===== src/include/smm_regs.svh =====
// register map, codes and reset values of the mode/move command handler
// assumes a 32-bit AHB-Lite slave with one word per register
`ifndef SMM_REGS_SVH
`define SMM_REGS_SVH
// ----------------------------------------
// byte offsets
// ----------------------------------------
`define SMM_CDB0 8'h00
`define SMM_CDB1 8'h04
`define SMM_CDB2 8'h08
`define SMM_CTRL 8'h0C
`define SMM_ENV 8'h10
`define SMM_CFG 8'h14
`define SMM_MSEL 8'h18
`define SMM_STAT 8'h1C
`define SMM_SENSE0 8'h20
`define SMM_SENSE1 8'h24
`define SMM_XFER 8'h28
// ----------------------------------------
// reset values and page layout
// ----------------------------------------
`define SMM_BAUD_RST 16'h2580
`define SMM_PG_BAUD 6'h20
`define SMM_PG_PAR 6'h00
`define SMM_PG_LEN 8'h02
`define SMM_PG_SAVE 8'h80
`define SMM_PG_BYTES 8'h04
`define SMM_PAR_BIT 5
// ----------------------------------------
// opcodes, status and message bytes
// ----------------------------------------
`define SMM_OP_MSENSE 8'h1A
`define SMM_OP_MOVE 8'hA5
`define SMM_ST_GOOD 8'h00
`define SMM_ST_CHECK 8'h02
`define SMM_ST_BUSY 8'h08
`define SMM_ST_RESV 8'h18
`define SMM_MSG_DONE 8'h00
`endif


===== src/include/smm_pkg.sv =====
// types shared by the mode/move command handler
// assumes nothing beyond the register header
package smm_pkg;
   // bus phase of the command in progress
   typedef enum logic [2:0] {SMM_FREE, SMM_EVAL, SMM_DATA, SMM_STAT, SMM_MSG} smm_phase_t;
   // kind of element behind an address
   typedef enum logic [1:0] {SMM_EL_MT, SMM_EL_DT, SMM_EL_ST, SMM_EL_BAD} smm_elem_t;
   // sense data as held for the failing initiator
   typedef struct packed {
      logic [3:0] key;
      logic [7:0] asc;
      logic [7:0] ascq;
      logic sksv;
      logic cd;
      logic bpv;
      logic [2:0] bptr;
      logic [15:0] fptr;
   } smm_sense_t;
endpackage


===== src/verilog/smm_cmd_handler.sv =====
// target-side mode-sense and move-medium command handler, AHB-Lite slave
// assumes a front end loads the command block and pulls phase bytes via XFER
// Operation
// - both pages report page-savable bit set
// - baud page code 20h, length 02h
// - baud bytes MSB first, default 9600
// - parity page code 00h, length 02h
// - parity bit set means checking disabled
// - mode-select parity beats option switch
// - invalid fields give check condition, sense
// - data-in sends exactly the requested count
// - status byte, command complete, bus free
// - DBD and page code sense pointers
// - busy for other initiator or abort
// - reservation conflict if reserved elsewhere
// - check on parity with messages disabled, LUN, attention, reserved
// - move opcode A5h, three 16-bit addresses
// - transport field must match gripper address
// - pick to gripper, place from gripper
// - drive destination closes drive door
// - same address picks and replaces, empty errors
// - drive-to-drive locked until door reopened
// - gripper to gripper rejected, no motion
// - invert flag set is invalid parameter
// - element reserved elsewhere: conflict, sense cleared
`timescale 1ns/10ps
`include "smm_regs.svh"
module smm_cmd_handler #(
   parameter logic [15:0] TPORT_RST = 16'h0000,
   parameter logic [15:0] DRIVE_ADDR = 16'h0001,
   parameter logic [15:0] SLOT_FIRST = 16'h0002,
   parameter logic [15:0] SLOT_LAST = 16'h000B
) (
   // clock and reset
   input wire logic i_mclk,
   input wire logic i_arst_n,
   // ahb-lite slave
   input wire logic i_hsel,
   input wire logic [31:0] i_haddr,
   input wire logic [1:0] i_htrans,
   input wire logic i_hwrite,
   input wire logic [2:0] i_hsize,
   input wire logic [31:0] i_hwdata,
   input wire logic i_hready,
   output logic [31:0] o_hrdata,
   output logic o_hreadyout,
   output logic o_hresp,
   // motion requests, parity control and command phase
   output logic o_pick,
   output logic o_place,
   output logic o_door_close,
   output logic o_par_chk_dis,
   output smm_pkg::smm_phase_t o_phase
);
   import smm_pkg::*;

   // ----------------------------------------
   // registers
   // ----------------------------------------
   logic [31:0] cdb_ff [3]; // command block, byte n at word n/4 lane n%4
   logic [2:0] id_ff; // initiator of the current command
   logic [11:0] env_ff; // library and bus conditions
   logic [15:0] baud_ff; // serial rate
   logic [15:0] tport_ff; // gripper address set through the config register
   logic msel_vld_ff; // parity written by mode select
   logic msel_par_ff; // its value, 1 = checking disabled
   smm_phase_t phase_ff; // command phase
   logic [7:0] stat_ff; // status byte of the last command
   smm_sense_t sense_ff; // held sense data
   logic sense_vld_ff; // sense present
   logic [2:0] owner_ff; // initiator owning the sense
   logic lock_ff; // drive-to-drive lockout
   logic door_d_ff; // door state one cycle back
   logic [7:0] idx_ff; // data-in byte counter
   logic wr_ff; // write data phase pending
   logic [7:0] waddr_ff; // its address

   // ----------------------------------------
   // field decode
   // ----------------------------------------
   function automatic logic [7:0] cb(input int n);
      cb = cdb_ff[n / 4][(n % 4) * 8 +: 8];
   endfunction

   // classify an element address against the configured map
   function automatic smm_elem_t cls(input logic [15:0] a);
      if (a == tport_ff) cls = SMM_EL_MT;
      else if (a == DRIVE_ADDR) cls = SMM_EL_DT;
      else if (a >= SLOT_FIRST && a <= SLOT_LAST) cls = SMM_EL_ST;
      else cls = SMM_EL_BAD;
   endfunction

   function automatic smm_sense_t mk(input logic [3:0] k, input logic [7:0] c,
         input logic [7:0] q, input logic [2:0] f, input logic [2:0] bp,
         input logic [15:0] fp);
      mk = '{k, c, q, f[2], f[1], f[0], bp, fp};
   endfunction

   // environment bits
   wire door_open = env_ff[0];
   wire grip_full = env_ff[1];
   wire src_full = env_ff[2];
   wire dst_full = env_ff[3];
   wire resv_other = env_ff[4];
   wire elem_resv = env_ff[5];
   wire busy_other = env_ff[6];
   wire aborting = env_ff[7];
   wire par_err = env_ff[8];
   wire msg_en = env_ff[9];
   wire unit_atn = env_ff[10];
   wire par_opt = env_ff[11];
   wire [7:0] opc = cb(0);
   // whole bytes first: a function result cannot be bit-selected
   wire [7:0] cb1 = cb(1);
   wire [7:0] cb2 = cb(2);
   wire [7:0] cb10 = cb(10);
   wire [2:0] lun = cb1[7:5];
   wire dbd = cb1[3];
   wire [5:0] pgc = cb2[5:0];
   wire [7:0] alloc = cb(4);
   wire [15:0] tpt_a = {cb(2), cb(3)};
   wire [15:0] src_a = {cb(4), cb(5)};
   wire [15:0] dst_a = {cb(6), cb(7)};
   wire smm_elem_t sc = cls(src_a);
   wire smm_elem_t dc = cls(dst_a);
   wire ms_rsv = cb1[4] | (|cb1[2:0]) | (|cb2[7:6]);
   wire mv_rsv = (|cb1[4:0]) | (|cb(8)) | (|cb(9)) | (|cb10[7:1]) | (|cb(11));
   wire pg_ok = (pgc == `SMM_PG_BAUD) || (pgc == `SMM_PG_PAR);
   wire is_dtd = (sc == SMM_EL_DT) && (dc == SMM_EL_DT);
   // mode select overrides the option switch
   wire par_dis = msel_vld_ff ? msel_par_ff : par_opt;

   // ----------------------------------------
   // command evaluation, priority ordered
   // ----------------------------------------
   logic [7:0] ev_st; // resulting status
   smm_sense_t ev_sn; // resulting sense
   logic ev_clr; // sense to be cleared
   logic ev_data; // enter data-in
   logic ev_mv; // motion granted
   always_comb begin
      ev_st = `SMM_ST_CHECK;
      ev_sn = '0;
      ev_clr = 1'b0;
      ev_data = 1'b0;
      ev_mv = 1'b0;
      if (busy_other || aborting) ev_st = `SMM_ST_BUSY;
      else if (resv_other) ev_st = `SMM_ST_RESV;
      else if (par_err && !msg_en) ev_sn = mk(4'hB, 8'h47, 8'h00, 3'h0, 3'h0, 16'h0000);
      else if (lun != 3'h0) ev_sn = mk(4'h5, 8'h25, 8'h00, 3'h0, 3'h0, 16'h0000);
      else if (unit_atn) ev_sn = mk(4'h6, 8'h29, 8'h00, 3'h0, 3'h0, 16'h0000);
      else if (opc == `SMM_OP_MSENSE) begin
         if (ms_rsv) ev_sn = mk(4'h5, 8'h24, 8'h00, 3'h0, 3'h0, 16'h0000);
         else if (dbd) ev_sn = mk(4'h5, 8'h24, 8'h00, 3'h7, 3'h3, 16'h0001);
         else if (!pg_ok) ev_sn = mk(4'h5, 8'h24, 8'h00, 3'h7, 3'h5, 16'h0002);
         else begin
            ev_st = `SMM_ST_GOOD;
            ev_data = (alloc != 8'h00);
         end
      end else if (opc == `SMM_OP_MOVE) begin
         if (mv_rsv) ev_sn = mk(4'h5, 8'h24, 8'h00, 3'h0, 3'h0, 16'h0000);
         else if (cb10[0]) ev_sn = mk(4'h5, 8'h24, 8'h00, 3'h7, 3'h0, 16'h000A);
         else if (tpt_a != tport_ff) ev_sn = mk(4'h5, 8'h24, 8'h80, 3'h6, 3'h0, 16'h0002);
         else if (sc == SMM_EL_BAD) ev_sn = mk(4'h5, 8'h24, 8'h80, 3'h6, 3'h0, 16'h0004);
         else if (dc == SMM_EL_BAD) ev_sn = mk(4'h5, 8'h24, 8'h80, 3'h6, 3'h0, 16'h0006);
         else if (elem_resv) begin
            ev_st = `SMM_ST_RESV;
            ev_clr = 1'b1;
         end
         else if (sc == SMM_EL_MT && dc == SMM_EL_MT)
            ev_sn = mk(4'h5, 8'h24, 8'h80, 3'h6, 3'h0, 16'h0006);
         else if (is_dtd && lock_ff) ev_sn = mk(4'h5, 8'h3B, 8'h84, 3'h0, 3'h0, 16'h0000);
         else if (sc == SMM_EL_DT && !door_open)
            ev_sn = mk(4'h5, 8'h3B, 8'h83, 3'h0, 3'h0, 16'h0000);
         else if (dc == SMM_EL_DT && !door_open)
            ev_sn = mk(4'h5, 8'h3B, 8'h84, 3'h0, 3'h0, 16'h0000);
         else if (grip_full && sc != SMM_EL_MT)
            ev_sn = mk(4'h5, 8'h3B, 8'h80, 3'h0, 3'h0, 16'h0000);
         else if (!grip_full && sc == SMM_EL_MT)
            ev_sn = mk(4'h5, 8'h3B, 8'h0E, 3'h0, 3'h0, 16'h0000);
         // empty source, also for same address
         else if (sc != SMM_EL_MT && !src_full)
            ev_sn = mk(4'h5, 8'h3B, 8'h0E, 3'h0, 3'h0, 16'h0000);
         else if (dc != SMM_EL_MT && src_a != dst_a && dst_full)
            ev_sn = mk(4'h5, 8'h3B, 8'h0D, 3'h0, 3'h0, 16'h0000);
         else begin
            ev_st = `SMM_ST_GOOD;
            ev_mv = 1'b1;
         end
      end else ev_sn = mk(4'h5, 8'h20, 8'h00, 3'h0, 3'h0, 16'h0000);
   end

   // ----------------------------------------
   // mode page bytes
   // ----------------------------------------
   logic [7:0] pg_byte; // page byte at idx_ff
   always_comb begin
      pg_byte = 8'h00;
      if (pgc == `SMM_PG_BAUD) begin
         case (idx_ff)
            8'h00: pg_byte = `SMM_PG_SAVE | {2'b00, `SMM_PG_BAUD};
            8'h01: pg_byte = `SMM_PG_LEN;
            8'h02: pg_byte = baud_ff[15:8];
            8'h03: pg_byte = baud_ff[7:0];
            default: pg_byte = 8'h00;
         endcase
      end else begin
         case (idx_ff)
            8'h00: pg_byte = `SMM_PG_SAVE | {2'b00, `SMM_PG_PAR};
            8'h01: pg_byte = `SMM_PG_LEN;
            8'h02: pg_byte = 8'(par_dis) << `SMM_PAR_BIT;
            default: pg_byte = 8'h00;
         endcase
      end
   end

   // ----------------------------------------
   // bus decode
   // ----------------------------------------
   wire acc = i_hsel & i_htrans[1] & i_hready;
   wire [7:0] ra = i_haddr[7:0];
   wire rd_acc = acc & ~i_hwrite;
   wire pop = rd_acc && (ra == `SMM_XFER);
   wire fetch = rd_acc && (ra == `SMM_SENSE1);
   wire go = wr_ff && (waddr_ff == `SMM_CTRL) && i_hwdata[0] && (phase_ff == SMM_FREE);
   wire last = (idx_ff == alloc - 8'h01);
   logic [31:0] rmux; // read data for the accepted address
   always_comb begin
      if (ra == `SMM_CDB0) rmux = cdb_ff[0];
      else if (ra == `SMM_CDB1) rmux = cdb_ff[1];
      else if (ra == `SMM_CDB2) rmux = cdb_ff[2];
      else if (ra == `SMM_CTRL) rmux = {28'h0, id_ff, 1'b0};
      else if (ra == `SMM_ENV) rmux = {20'h0, env_ff};
      else if (ra == `SMM_CFG) rmux = {tport_ff, baud_ff};
      else if (ra == `SMM_MSEL) rmux = {29'h0, par_dis, msel_par_ff, msel_vld_ff};
      else if (ra == `SMM_STAT) rmux = {15'h0, lock_ff, stat_ff, 5'h0, phase_ff};
      else if (ra == `SMM_SENSE0) rmux = {sense_vld_ff, 3'h0, sense_ff.key, sense_ff.asc,
         sense_ff.ascq, 5'h0, owner_ff};
      else if (ra == `SMM_SENSE1) rmux = {9'h0, sense_ff.sksv, sense_ff.cd, sense_ff.bpv,
         1'b0, sense_ff.bptr, sense_ff.fptr};
      // phase bytes pulled one read at a time
      else if (ra == `SMM_XFER) begin
         if (phase_ff == SMM_DATA) rmux = {24'h0, pg_byte};
         else if (phase_ff == SMM_STAT) rmux = {24'h0, stat_ff};
         else if (phase_ff == SMM_MSG) rmux = {24'h0, `SMM_MSG_DONE};
         else rmux = 32'h0;
      end else rmux = 32'h0;
   end

   // ----------------------------------------
   // bus slave flops, zero wait states
   // ----------------------------------------
   always_ff @(posedge i_mclk or negedge i_arst_n) begin
      if (!i_arst_n) begin
         o_hrdata <= 32'h0;
         o_hreadyout <= 1'b0;
         o_hresp <= 1'b0;
         wr_ff <= 1'b0;
         waddr_ff <= 8'h00;
      end else begin
         o_hreadyout <= 1'b1;
         o_hresp <= 1'b0;
         wr_ff <= acc & i_hwrite;
         waddr_ff <= ra;
         // read data registered in the address phase
         if (rd_acc) o_hrdata <= rmux;
      end
   end

   // software-written registers, updated in the write data phase
   always_ff @(posedge i_mclk or negedge i_arst_n) begin
      if (!i_arst_n) begin
         cdb_ff <= '{default: 32'h0};
         id_ff <= 3'h0;
         env_ff <= 12'h000;
         baud_ff <= `SMM_BAUD_RST;
         tport_ff <= TPORT_RST;
         msel_vld_ff <= 1'b0;
         msel_par_ff <= 1'b0;
      end else if (wr_ff) begin
         if (waddr_ff == `SMM_CDB0 && phase_ff == SMM_FREE) cdb_ff[0] <= i_hwdata;
         if (waddr_ff == `SMM_CDB1 && phase_ff == SMM_FREE) cdb_ff[1] <= i_hwdata;
         if (waddr_ff == `SMM_CDB2 && phase_ff == SMM_FREE) cdb_ff[2] <= i_hwdata;
         if (go) id_ff <= i_hwdata[3:1];
         if (waddr_ff == `SMM_ENV) env_ff <= i_hwdata[11:0];
         if (waddr_ff == `SMM_CFG) {tport_ff, baud_ff} <= i_hwdata;
         if (waddr_ff == `SMM_MSEL) {msel_par_ff, msel_vld_ff} <= i_hwdata[1:0];
      end
   end

   // ----------------------------------------
   // phase sequencer
   // ----------------------------------------
   always_ff @(posedge i_mclk or negedge i_arst_n) begin
      if (!i_arst_n) begin
         phase_ff <= SMM_FREE;
         idx_ff <= 8'h00;
         stat_ff <= `SMM_ST_GOOD;
      end else begin
         case (phase_ff)
            SMM_FREE: if (go) phase_ff <= SMM_EVAL;
            // check first, then data or status
            SMM_EVAL: begin
               stat_ff <= ev_st;
               idx_ff <= 8'h00;
               phase_ff <= ev_data ? SMM_DATA : SMM_STAT;
            end
            SMM_DATA: if (pop) begin
               idx_ff <= idx_ff + 8'h01;
               if (last) phase_ff <= SMM_STAT;
            end
            SMM_STAT: if (pop) phase_ff <= SMM_MSG;
            SMM_MSG: if (pop) phase_ff <= SMM_FREE;
            default: phase_ff <= SMM_FREE;
         endcase
      end
   end

   // ----------------------------------------
   // sense, lockout and motion
   // ----------------------------------------
   wire ev_now = (phase_ff == SMM_EVAL);
   wire door_rise = door_open & ~door_d_ff; // door has just been reopened
   wire ev_chk = ev_now && (ev_st == `SMM_ST_CHECK);
   // a new command from the owner replaces its sense
   wire replace = ev_now && (ev_clr || (sense_vld_ff && owner_ff == id_ff));
   always_ff @(posedge i_mclk or negedge i_arst_n) begin
      if (!i_arst_n) begin
         sense_ff <= '0;
         sense_vld_ff <= 1'b0;
         owner_ff <= 3'h0;
      end else if (ev_chk) begin
         // load wins over a fetch in the same cycle
         sense_ff <= ev_sn;
         sense_vld_ff <= 1'b1;
         owner_ff <= id_ff;
      end else if (replace || fetch) begin
         // cleared on element-reserved conflict, replace or fetch
         sense_ff <= '0;
         sense_vld_ff <= 1'b0;
      end
   end

   always_ff @(posedge i_mclk or negedge i_arst_n) begin
      if (!i_arst_n) begin
         lock_ff <= 1'b0;
         door_d_ff <= 1'b0;
         o_pick <= 1'b0;
         o_place <= 1'b0;
         o_door_close <= 1'b0;
         o_par_chk_dis <= 1'b0;
         o_phase <= SMM_FREE;
      end else begin
         // set by a granted drive-to-drive move, set wins
         door_d_ff <= door_open;
         if (ev_now && ev_mv && is_dtd) lock_ff <= 1'b1;
         // only a fresh opening clears: the granted move itself needs the door open
         else if (door_rise) lock_ff <= 1'b0;
         // pick from a source, place into a destination
         o_pick <= ev_now && ev_mv && (sc != SMM_EL_MT);
         o_place <= ev_now && ev_mv && (dc != SMM_EL_MT);
         o_door_close <= ev_now && ev_mv && (dc == SMM_EL_DT);
         o_par_chk_dis <= par_dis;
         o_phase <= phase_ff;
      end
   end

   wire pop_d = (phase_ff == SMM_DATA) && pop;
endmodule // smm_cmd_handler


===== config.mk =====
export PLATFORM = sky130hd
export DESIGN_NAME = smm_cmd_handler
export DESIGN_NICKNAME = d
export VERILOG_FILES = /design/src/include/smm_pkg.sv /design/src/verilog/smm_cmd_handler.sv
export VERILOG_INCLUDE_DIRS = /design/src /design/src/include
export SDC_FILE = /design/constraint.sdc
export NUM_CORES = 1
export LEC_CHECK = 0
export BUFFER_PORTS_ARGS = -buffer_cell sky130_fd_sc_hd__buf_2
export CORE_MARGIN = 3
export CORE_UTILIZATION = 40
export CTS_BUF_LIST = sky130_fd_sc_hd__clkbuf_8
export CTS_CLUSTER_SIZE = 24
export DETAILED_ROUTE_END_ITERATION = 8
export PLACE_DENSITY = 0.61
export SYNTH_ARGS = -nofsm -noshare
export SYNTH_HDL_FRONTEND = slang
export SYNTH_SLANG_ARGS = --single-unit

===== constraint.sdc =====
create_clock -name i_mclk -period 3.3 [get_ports i_mclk]
set_input_delay 0.825 -clock i_mclk [delete_from_list [all_inputs] [get_ports i_mclk]]
set_output_delay 0.825 -clock i_mclk [all_outputs]
set_load 0.005 [all_outputs]

==> impl_metrics.toml, run 1 <==
[run_status]
status = "complete, no violations"

[yosys]
seq_area_frac_synth = 0.488
synth_cell_types = 76
synth_area_leaders = "dfrtp_1, mux2_2, xnor2_1"
yosysTopAreaCell = "dfrtp_1"
syn_area_um2 = 12100
synth_most_common_cell = "dfrtp_1"
ys_async_sr_fraction = 1.00
syn_avg_cell_area_um2 = 11.0
yosys_warnings = 0
syn_inst = 1105
ys_ff_latch = 236
synthTopCellsByCount = "dfrtp_1, mux2_2, nand2_1"
ys.flop_type = "dfrtp_1"
synth_edf_count = 0
syn_nets = 1185
yosysTopAreaCellShare = 0.479

[clocking]
clock_sinks = 236
tritoncts = "done"
cts.clk_slew.worst_paths_ns = 0.06
ctsHoldBuffers = 0
clockRootBuffer = "clkbuf_8"
post_cts_buffers = 0
cts-resized-gates = 0
clk_latency_ns = 0.55
clockBufferDepth = 3
cts_inserted_buffers = 41
htree_levels = 2

[power_and_ir_drop]
peakVddDrop_mv = 0.274
leakagePower_nw = 6.45
p_total_mw = 6.27
powerDensity_nw_per_um2 = 442

[drt]
wl_met1_mm = 17.1
initialDrtViolationCount = 990
routed_via_density = 5.85
final_antenna_net_count = 0
drc = 0
highest_layer = "met4"
via_count = 9665
routed_wl_mm = 38.9
dr.pass1.iters = 5
wl_met3_mm = 2.97
wl_met2_mm = 17.6
wire_per_inst_um = 23.6

[critical_path]
worstPathArrival_ns = 3.41
worstSetupEndpointType = "flip-flop"
crit_type = "reg -> reg"
path_max_fanout = 10
regToRegStartpoint = "alloc[2]"
required_ns = 3.76
r2r_cells = 9
start_kind = "flip-flop"
r2r-end = "sense_ff[31]"
r2r_setup_slack_ns = 0.35

[floorplanning]
die_x_um = 180
die_h_um = 180
initial_core_util = 0.407
io_pins = 115
num_rows = 63
die_area_um2 = 32400
core_area_um2 = 29800

[worst_hold_path]
worst_hold_path_type = "in -> async"

[global_routing]
antenna_found_initial = 0
grt_max_degree = 77
first_global_vias = 9634
gr-total-overflow = 0
grtUsageTotal = 0.235
grt_pass1_wl_mm = 59.4

[sta]
fmax_mhz = 339
worstMarginPinSlew_ns = 0.714
skew_ns = 0.0200
setup_viol = 0
finalSetupTns_ns = 0
maxSlewHeadroom = 0.521
timing.hold.ws_ns = 0.239
period_share = 0.895
min_period_ns = 2.95
maxSlewViolCount = 0
rsz0062_at_grt = "false"
worst_slack_ns = 0.346
hold_viol = 0

[placed_design]
dp_hpwl_mm = 28.0
routabilityCongestion = 0.919
post-place-ws_ns = 0.0394
dp_cells = 1578
io_buffers = 85
placed_cell_area_um2 = 13300

[layout]
nNetsFinal = 1311
n_fill_cell = 2831
syn2layout_area_growth_pct = 17.2
seq_area_um2 = 5910
antenna_cells = 0
layoutNonFillerInstCount = 1651
multi_input_area_um2 = 5880
postLayoutCoreUtil = 0.477
final_area_um2 = 14200
drive_gt1_frac = 0.309

[run]
maxCapViolCount = 0
==> layout make-up <==
| type | instances | area share |
|---|---|---|
| clock buffer | 55 | 0.0533 |
| clock inverter | 18 | 0.00722 |
| inverter | 19 | 0.00502 |
| multi-input combinational | 784 | 0.414 |
| sequential | 236 | 0.416 |
| tap | 390 | 0.0344 |
| timing repair buffer | 149 | 0.0698 |
==> flip-flops by register name (all words and copies together), names as in the netlist, 3 cells and up <==
| signal | cells |
|---|---|
| o_phase | 3 |
| waddr_ff | 8 |
| o_hrdata | 32 |
| tport_ff | 16 |
| env_ff | 12 |
| owner_ff | 3 |
| stat_ff | 3 |
| id_ff | 3 |
| cdb_ff | 64 |
| idx_ff | 8 |
| cb1 | 8 |
| sense_ff | 22 |
| cb2 | 8 |
| cb10 | 8 |
| alloc | 8 |
| baud_ff | 16 |
| phase_ff | 3 |
==> kinds of logic (layout without fill, tap and decap cells) <==
kind of cell / count (synthesis) / count (layout) / synth area share
other: 2 / 2 / 0.000619
AO/OA/AOI/OAI: 197 / 197 / 0.118
buffers and inverters: 85 / 241 / 0.0308
multiplexers: 169 / 169 / 0.155
AND/OR/NAND/NOR: 328 / 328 / 0.143
flip-flops: 236 / 236 / 0.488
XOR/XNOR: 82 / 82 / 0.0592
adder cells (fa/ha/maj): 6 / 6 / 0.00619
==> worst max-delay path by stage <==
stage | to | start | cells past startpoint
final | sense_ff[31] | alloc[2] | 9
after CTS | sense_ff[31] | alloc[2] | 9
after detailed placement | o_hrdata[0] | i_haddr[7] | 9
after floorplan | idx_ff[5] | i_haddr[7] | 9
after global routing | sense_ff[31] | alloc[0] | 11
after global placement | o_hrdata[0] | i_haddr[7] | 9
==> metal layers <==
layer / vias to the layer above / global-route usage
li1: 4319 / -
met1: 4882 / 0.334
met2: 392 / 0.369
met3: 72 / 0.0432
met4: 0 / 0.0749
met5: - / 0
==> cells in the final DEF, fill, tap and decap left out, drive strengths merged, types with 4 or more instances in the layout <==
master	synthesis	final
o31ai	5	5
nor3	27	27
dfrtp	232	232
or2	5	5
a22o	8	8
mux2	147	147
o21ai	28	28
buf	19	149
nor2	78	78
nand2b	9	9
o22ai	7	7
nand2	91	91
inv	19	31
clkinv	0	4
a211oi	6	6
xor2	7	7
nand3	16	16
a31oi	30	30
a221oi	9	9
or3	5	5
nor4	28	28
clkbuf	47	55
a222oi	11	11
mux2i	22	22
and3	6	6
nand3b	4	4
nor4b	5	5
xnor2	75	75
a21oi	27	27
nand4	25	25
and2	9	9
dfstp	4	4
a22oi	42	42
ha	6	6
==> worst max-delay path, cell delays in order (launching register included) <==
cell and delay, ns:
dfrtp_1 0.55, or3_1 0.54, nor4b_4 0.50, nand2_1 0.19, nor4_4 0.25, nor4_4 0.11
buf_4 0.18, a21oi_1 0.26, a31oi_1 0.15, mux2i_1 0.13
==> power by group <==
part           leakage [nW]  switching [mW]  total, mW  internal [mW]
sequential             2.96          0.0937       3.09           3.00
clock                 0.489            1.22       2.78           1.56
combinational          3.00           0.229      0.404          0.175
total                  6.45            1.54       6.27           4.73
Note: power is estimated with default switching activity, not from simulation.
==> run 2, diff against run 1 <==
--- a/config.mk
+++ b/config.mk
@@ -7,6 +7,7 @@
 export NUM_CORES = 1
 export LEC_CHECK = 0
 export BUFFER_PORTS_ARGS = -buffer_cell sky130_fd_sc_hd__buf_2
+export CAP_MARGIN = 0
 export CORE_MARGIN = 3
 export CORE_UTILIZATION = 40
 export CTS_BUF_LIST = sky130_fd_sc_hd__clkbuf_8
==> constraint.sdc (replaced) <==
create_clock -name i_mclk -period 3.25 [get_ports i_mclk]
set_input_delay 0.8125 -clock i_mclk [delete_from_list [all_inputs] [get_ports i_mclk]]
set_output_delay 0.8125 -clock i_mclk [all_outputs]
set_load 0.005 [all_outputs]
==> run 2 against run 1 <==
  * Combinational power rose by 2%
  * Power rose by 2.7%
  * Register-to-register slack got worse by 0.03 ns
  * Routed wire length rose by 1.9%
  * Critical path type unchanged
  * Critical endpoint is now sense_ff[16]
  * Largest cell class unchanged
==> impl_metrics.toml, run 2 (same netlist as run 1, synthesis figures left out) <==
[run_status]
status = "complete, no violations"

[critical_path]
slowest_stage = "dfrtp_1"
required_ns = 3.72
worstPathCellList = "xnor2_1, nand4_1, nor4_4, buf_4, nor2_2, nor4_4, a31oi_4, nor2_8, buf_4, mux2i_1"
crit_family = "simple AND/OR/NAND/NOR gates"
max_stage_delay_ns = 0.60
path_max_fanout = 15
worstSetupEndpointType = "flip-flop"
crit_cells = 10
start_kind = "flip-flop"
r2r_cells = 10
critPathBufInv = 2
regToRegStartpoint = "cdb_ff[42]"
worstPathArrival_ns = 3.40
r2r-end = "sense_ff[16]"
r2r_setup_slack_ns = 0.32
crit_type = "reg -> reg"

[global_routing]
grt_max_degree = 84
antenna_found_initial = 1
first_global_vias = 9843
gr-total-overflow = 0
grtUsageTotal = 0.241
grt_pass1_wl_mm = 60.6

[sta]
min_period_ns = 2.93
worstMarginPinSlew_ns = 0.655
finalSetupTns_ns = 0
maxSlewHeadroom = 0.557
worst_slack_ns = 0.317
rsz0062_at_grt = "false"
skew_ns = 0.0132
hold_viol = 0
timing.hold.ws_ns = 0.213
maxSlewViolCount = 0
period_share = 0.902
fmax_mhz = 341
setup_viol = 0

[clocking]
cts.clk_slew.worst_paths_ns = 0.06
clk_latency_ns = 0.55
cts_inserted_buffers = 42
ctsHoldBuffers = 0
clockRootBuffer = "clkbuf_8"
post_cts_buffers = 0
clockBufferDepth = 3
htree_levels = 2
cts-resized-gates = 0
clock_sinks = 236
tritoncts = "done"

[floorplanning]
die_h_um = 180
num_rows = 63
core_area_um2 = 29800
die_area_um2 = 32400
io_pins = 115
die_x_um = 180
initial_core_util = 0.407

[drt]
routed_via_density = 5.82
initialDrtViolationCount = 878
drc = 0
wire_per_inst_um = 23.8
dr.pass1.iters = 6
routed_wl_mm = 39.6
via_count = 9685
final_antenna_net_count = 0

[run]
maxCapViolCount = 0

[layout]
drive_gt1_frac = 0.315
nNetsFinal = 1322
regMostFlops = "cdb_ff"
layoutNonFillerInstCount = 1664
final_area_um2 = 14300
largest_reg_flops = 64
layout_common_cells = "dfrtp_1, mux2_2, nand2_1"
n_fill_cell = 2802
antenna_cells = 0
syn2layout_area_growth_pct = 18.2
mostFrequentLayoutCell = "dfrtp_1"
reg_top3 = "cdb_ff (64), o_hrdata (32), sense_ff (22)"

[worst_hold_path]
worst_hold_path_type = "in -> async"

[placed_design]
post-place-ws_ns = 0.163
dp_cells = 1588
routabilityCongestion = 0.931
dp_hpwl_mm = 28.7
io_buffers = 85
placed_cell_area_um2 = 13400

[power_and_ir_drop]
powerDensity_nw_per_um2 = 450
leakagePower_nw = 6.52
peakVddDrop_mv = 0.253
run 2: layout make-up:
class,instances,area [um^2],area share
multi-input cells,784,5880,0.410
repair buffers,159,1090,0.0761
flip-flops and latches,236,5910,0.412
clock buffers,54,743,0.0519
inverters,19,71.3,0.00498
clock inverters,22,145,0.0101
well taps,390,488,0.0340
run 2: routing by layer:
metal / up-vias / global-route usage / routed length [um]
li1: 4343 / - / -
met4: 2 / 0.0884 / 1490
met2: 368 / 0.367 / 17600
met3: 96 / 0.0575 / 2940
met5: - / 0 / 11
met1: 4876 / 0.336 / 17600
run 2: worst max-delay path by stage:
stage	start	end	slack (ns)
final	cdb_ff[42]	sense_ff[16]	0.32
after global routing	cdb_ff[63]	sense_ff[33]	0.10
after CTS	cdb_ff[42]	sense_ff[38]	0.32
after detailed placement	i_haddr[7]	idx_ff[5]	0.16
after global placement	i_haddr[7]	idx_ff[5]	0.16
after floorplan	i_haddr[7]	idx_ff[5]	0.37
run 2: per-stage QoR:
stage	utilization	total power, mW
after global routing	0.481	6.70
after floorplan	-	3.34
after detailed placement	0.451	3.60
final	0.481	6.44
after CTS	0.481	6.50
after global placement	0.451	3.60
run 2: power breakdown:
group,internal (mW),total (mW),switching (mW)
Clock,1.65,2.89,1.25
Sequential,3.04,3.14,0.0945
Combinational,0.179,0.411,0.232
Total,4.87,6.44,1.57
==> run 3, diff against run 2 <==
--- a/config.mk
+++ b/config.mk
@@ -14,6 +14,7 @@
 export CTS_CLUSTER_SIZE = 24
 export DETAILED_ROUTE_END_ITERATION = 8
 export PLACE_DENSITY = 0.61
+export SLEW_MARGIN = 20
 export SYNTH_ARGS = -nofsm -noshare
 export SYNTH_HDL_FRONTEND = slang
 export SYNTH_SLANG_ARGS = --single-unit
==> constraint.sdc (replaced) <==
create_clock -name i_mclk -period 3.35 [get_ports i_mclk]
set_input_delay 0.8375 -clock i_mclk [delete_from_list [all_inputs] [get_ports i_mclk]]
set_output_delay 0.8375 -clock i_mclk [all_outputs]
set_load 0.005 [all_outputs]
==> run 3 against run 2 <==
  * Final area decreased by 1.3%
  * Flip-flop and latch count unchanged
  * Clock-buffer cell count decreased by 2
  * Hold slack improved by 0.059 ns
  * Non-clock buffer count decreased by 12
  * Routed wire length decreased by 1.6%
  * Worst setup slack improved by 0.021 ns
  * Cell count decreased by 0.84%
  * Power decreased by 5.4%
  * Clock power decreased by 8.0%
  * Register-to-register slack improved by 0.02 ns
  * Clock skew increased by 0.016 ns
==> impl_metrics.toml, run 3 (same netlist as run 1, synthesis figures left out) <==
[sta]
rsz0062_at_grt = "false"
period_share = 0.899
finalSetupTns_ns = 0
setup_viol = 0
maxSlewViolCount = 0
maxSlewHeadroom = 0.369
worstMarginPinSlew_ns = 0.922
hold_viol = 0
timing.hold.ws_ns = 0.273
skew_ns = 0.0287
min_period_ns = 3.01
fmax_mhz = 332

[power_and_ir_drop]
power_frac_comb = 0.065
p_clk_frac = 0.436
peakVddDrop_mv = 0.320
switching_share = 0.246
leakagePower_nw = 6.42
powerDensity_nw_per_um2 = 431
seq_power_share = 0.499
internal-power_mw = 4.60
p_switching_mw = 1.50

[floorplanning]
initial_core_util = 0.407
die_x_um = 180
num_rows = 63
io_pins = 115
core_area_um2 = 29800
die_h_um = 180
die_area_um2 = 32400

[drt]
drc = 0
final_antenna_net_count = 0
routed_wl_mm = 39.0
routed_via_density = 5.89
wire_per_inst_um = 23.6
dr.pass1.iters = 5
via_count = 9722
initialDrtViolationCount = 856

[layout]
syn2layout_area_growth_pct = 16.6
layout_common_cells = "dfrtp_1, mux2_2, nand2_1"
drive_gt1_frac = 0.306
postLayoutCoreUtil = 0.475
mostFrequentLayoutCell = "dfrtp_1"
regMostFlops = "cdb_ff"
largest_reg_flops = 64
multi_input_area_um2 = 5880
n_fill_cell = 2811
reg_top3 = "cdb_ff (64), o_hrdata (32), sense_ff (22)"
antenna_cells = 0
seq_area_um2 = 5910
nNetsFinal = 1309

[clocking]
cts.clk_slew.worst_paths_ns = 0.06
clock_sinks = 236
cts-resized-gates = 0
htree_levels = 2
ctsHoldBuffers = 0
clk_latency_ns = 0.54
cts_inserted_buffers = 41
post_cts_buffers = 0
clockBufferDepth = 3
tritoncts = "done"
clockRootBuffer = "clkbuf_8"

[global_routing]
grtUsageTotal = 0.237
gr-total-overflow = 0
grt_max_degree = 76
grt_pass1_wl_mm = 59.9
antenna_found_initial = 0
first_global_vias = 9696

[critical_path]
required_ns = 3.79
slowest_stage = "or4b_4"
worstPathArrival_ns = 3.46
crit_type = "reg -> reg"
worstSetupEndpointType = "flip-flop"
r2r_setup_slack_ns = 0.34
crit_top_cell = "nor4_4"
critPathBufInv = 2
path_max_fanout = 5
start_kind = "flip-flop"
crit_family = "simple AND/OR/NAND/NOR gates"
max_stage_delay_ns = 0.51
worstPathCellList = "inv_1, ha_1, or4b_4, nor4b_4, nand2_1, nor4_4, nor4_4, buf_4, a21oi_1, a31oi_1, mux2i_1"

[run]
maxCapViolCount = 0

[placed_design]
routabilityCongestion = 0.942
dp_hpwl_mm = 28.2
io_buffers = 85

[run_status]
status = "complete, no violations"

[worst_hold_path]
worst_hold_path_type = "in -> async"
==> run 3: cell types whose count changed in the layout (fill, tap and decap cells not counted), sizes merged <==
cell,delta
buf,-12
bufinv,-1
clkbuf,-2
clkinv,-1
clkinvlp,+1
inv,+1
==> run 3: through the flow <==
step                std cells  setup slack, ns  power (mW)  cell area, um^2
detailed placement       1576            0.248        3.49            13300
global placement         1576            0.212        3.49            13300
CTS                      1650            0.322        6.15            14100
finish                   1650            0.338        6.10            14100
global route             1650            0.127        6.34            14100
floorplan                1105            0.444        3.24            12100
==> run 3: metal layers <==
layer | track usage | up-vias | wire length, um | part of all wire
li1 | - | 4323 | - | -
met1 | 0.332 | 4900 | 17200 | 0.44
met2 | 0.366 | 417 | 17600 | 0.45
met3 | 0.0484 | 82 | 2910 | 0.075
met4 | 0.0872 | 0 | 1370 | 0.035
met5 | 0 | - | 0 | 0
==> run 3: path summary, 6_finish.rpt <==
| check | start | endpoint | depth (start not counted) |
|---|---|---|---|
| hold / removal | i_arst_n | tport_ff[4] | 1 |
| max in group asynchronous | i_arst_n | baud_ff[7] | 2 |
| min in group i_mclk | i_haddr[5] | waddr_ff[5] | 1 |
| setup reg to reg | alloc[0] | sense_ff[31] | 11 |
| setup / recovery | alloc[0] | sense_ff[31] | 11 |
| hold reg to reg | o_hrdata[11] | o_hrdata[11] | 2 |
==> run 3: power by group through the flow <==
stage / logic (mW) / clock network, mW / registers [mW]
finish: 0.399 / 2.66 / 3.04
global route: 0.448 / 2.84 / 3.05
CTS: 0.405 / 2.71 / 3.04
detailed placement: 0.403 / 0 / 3.09
global placement: 0.398 / 0 / 3.09
floorplan: 0.169 / 0 / 3.07
==> run 3: final cells by class <==
| type | count | share of cell area |
|---|---|---|
| clock buffers | 52 | 0.0506 |
| clock inverters | 22 | 0.00858 |
| inverters | 19 | 0.00504 |
| multi-input cells | 784 | 0.416 |
| flip-flops and latches | 236 | 0.418 |
| well taps | 390 | 0.0345 |
| repair buffers | 147 | 0.0672 |
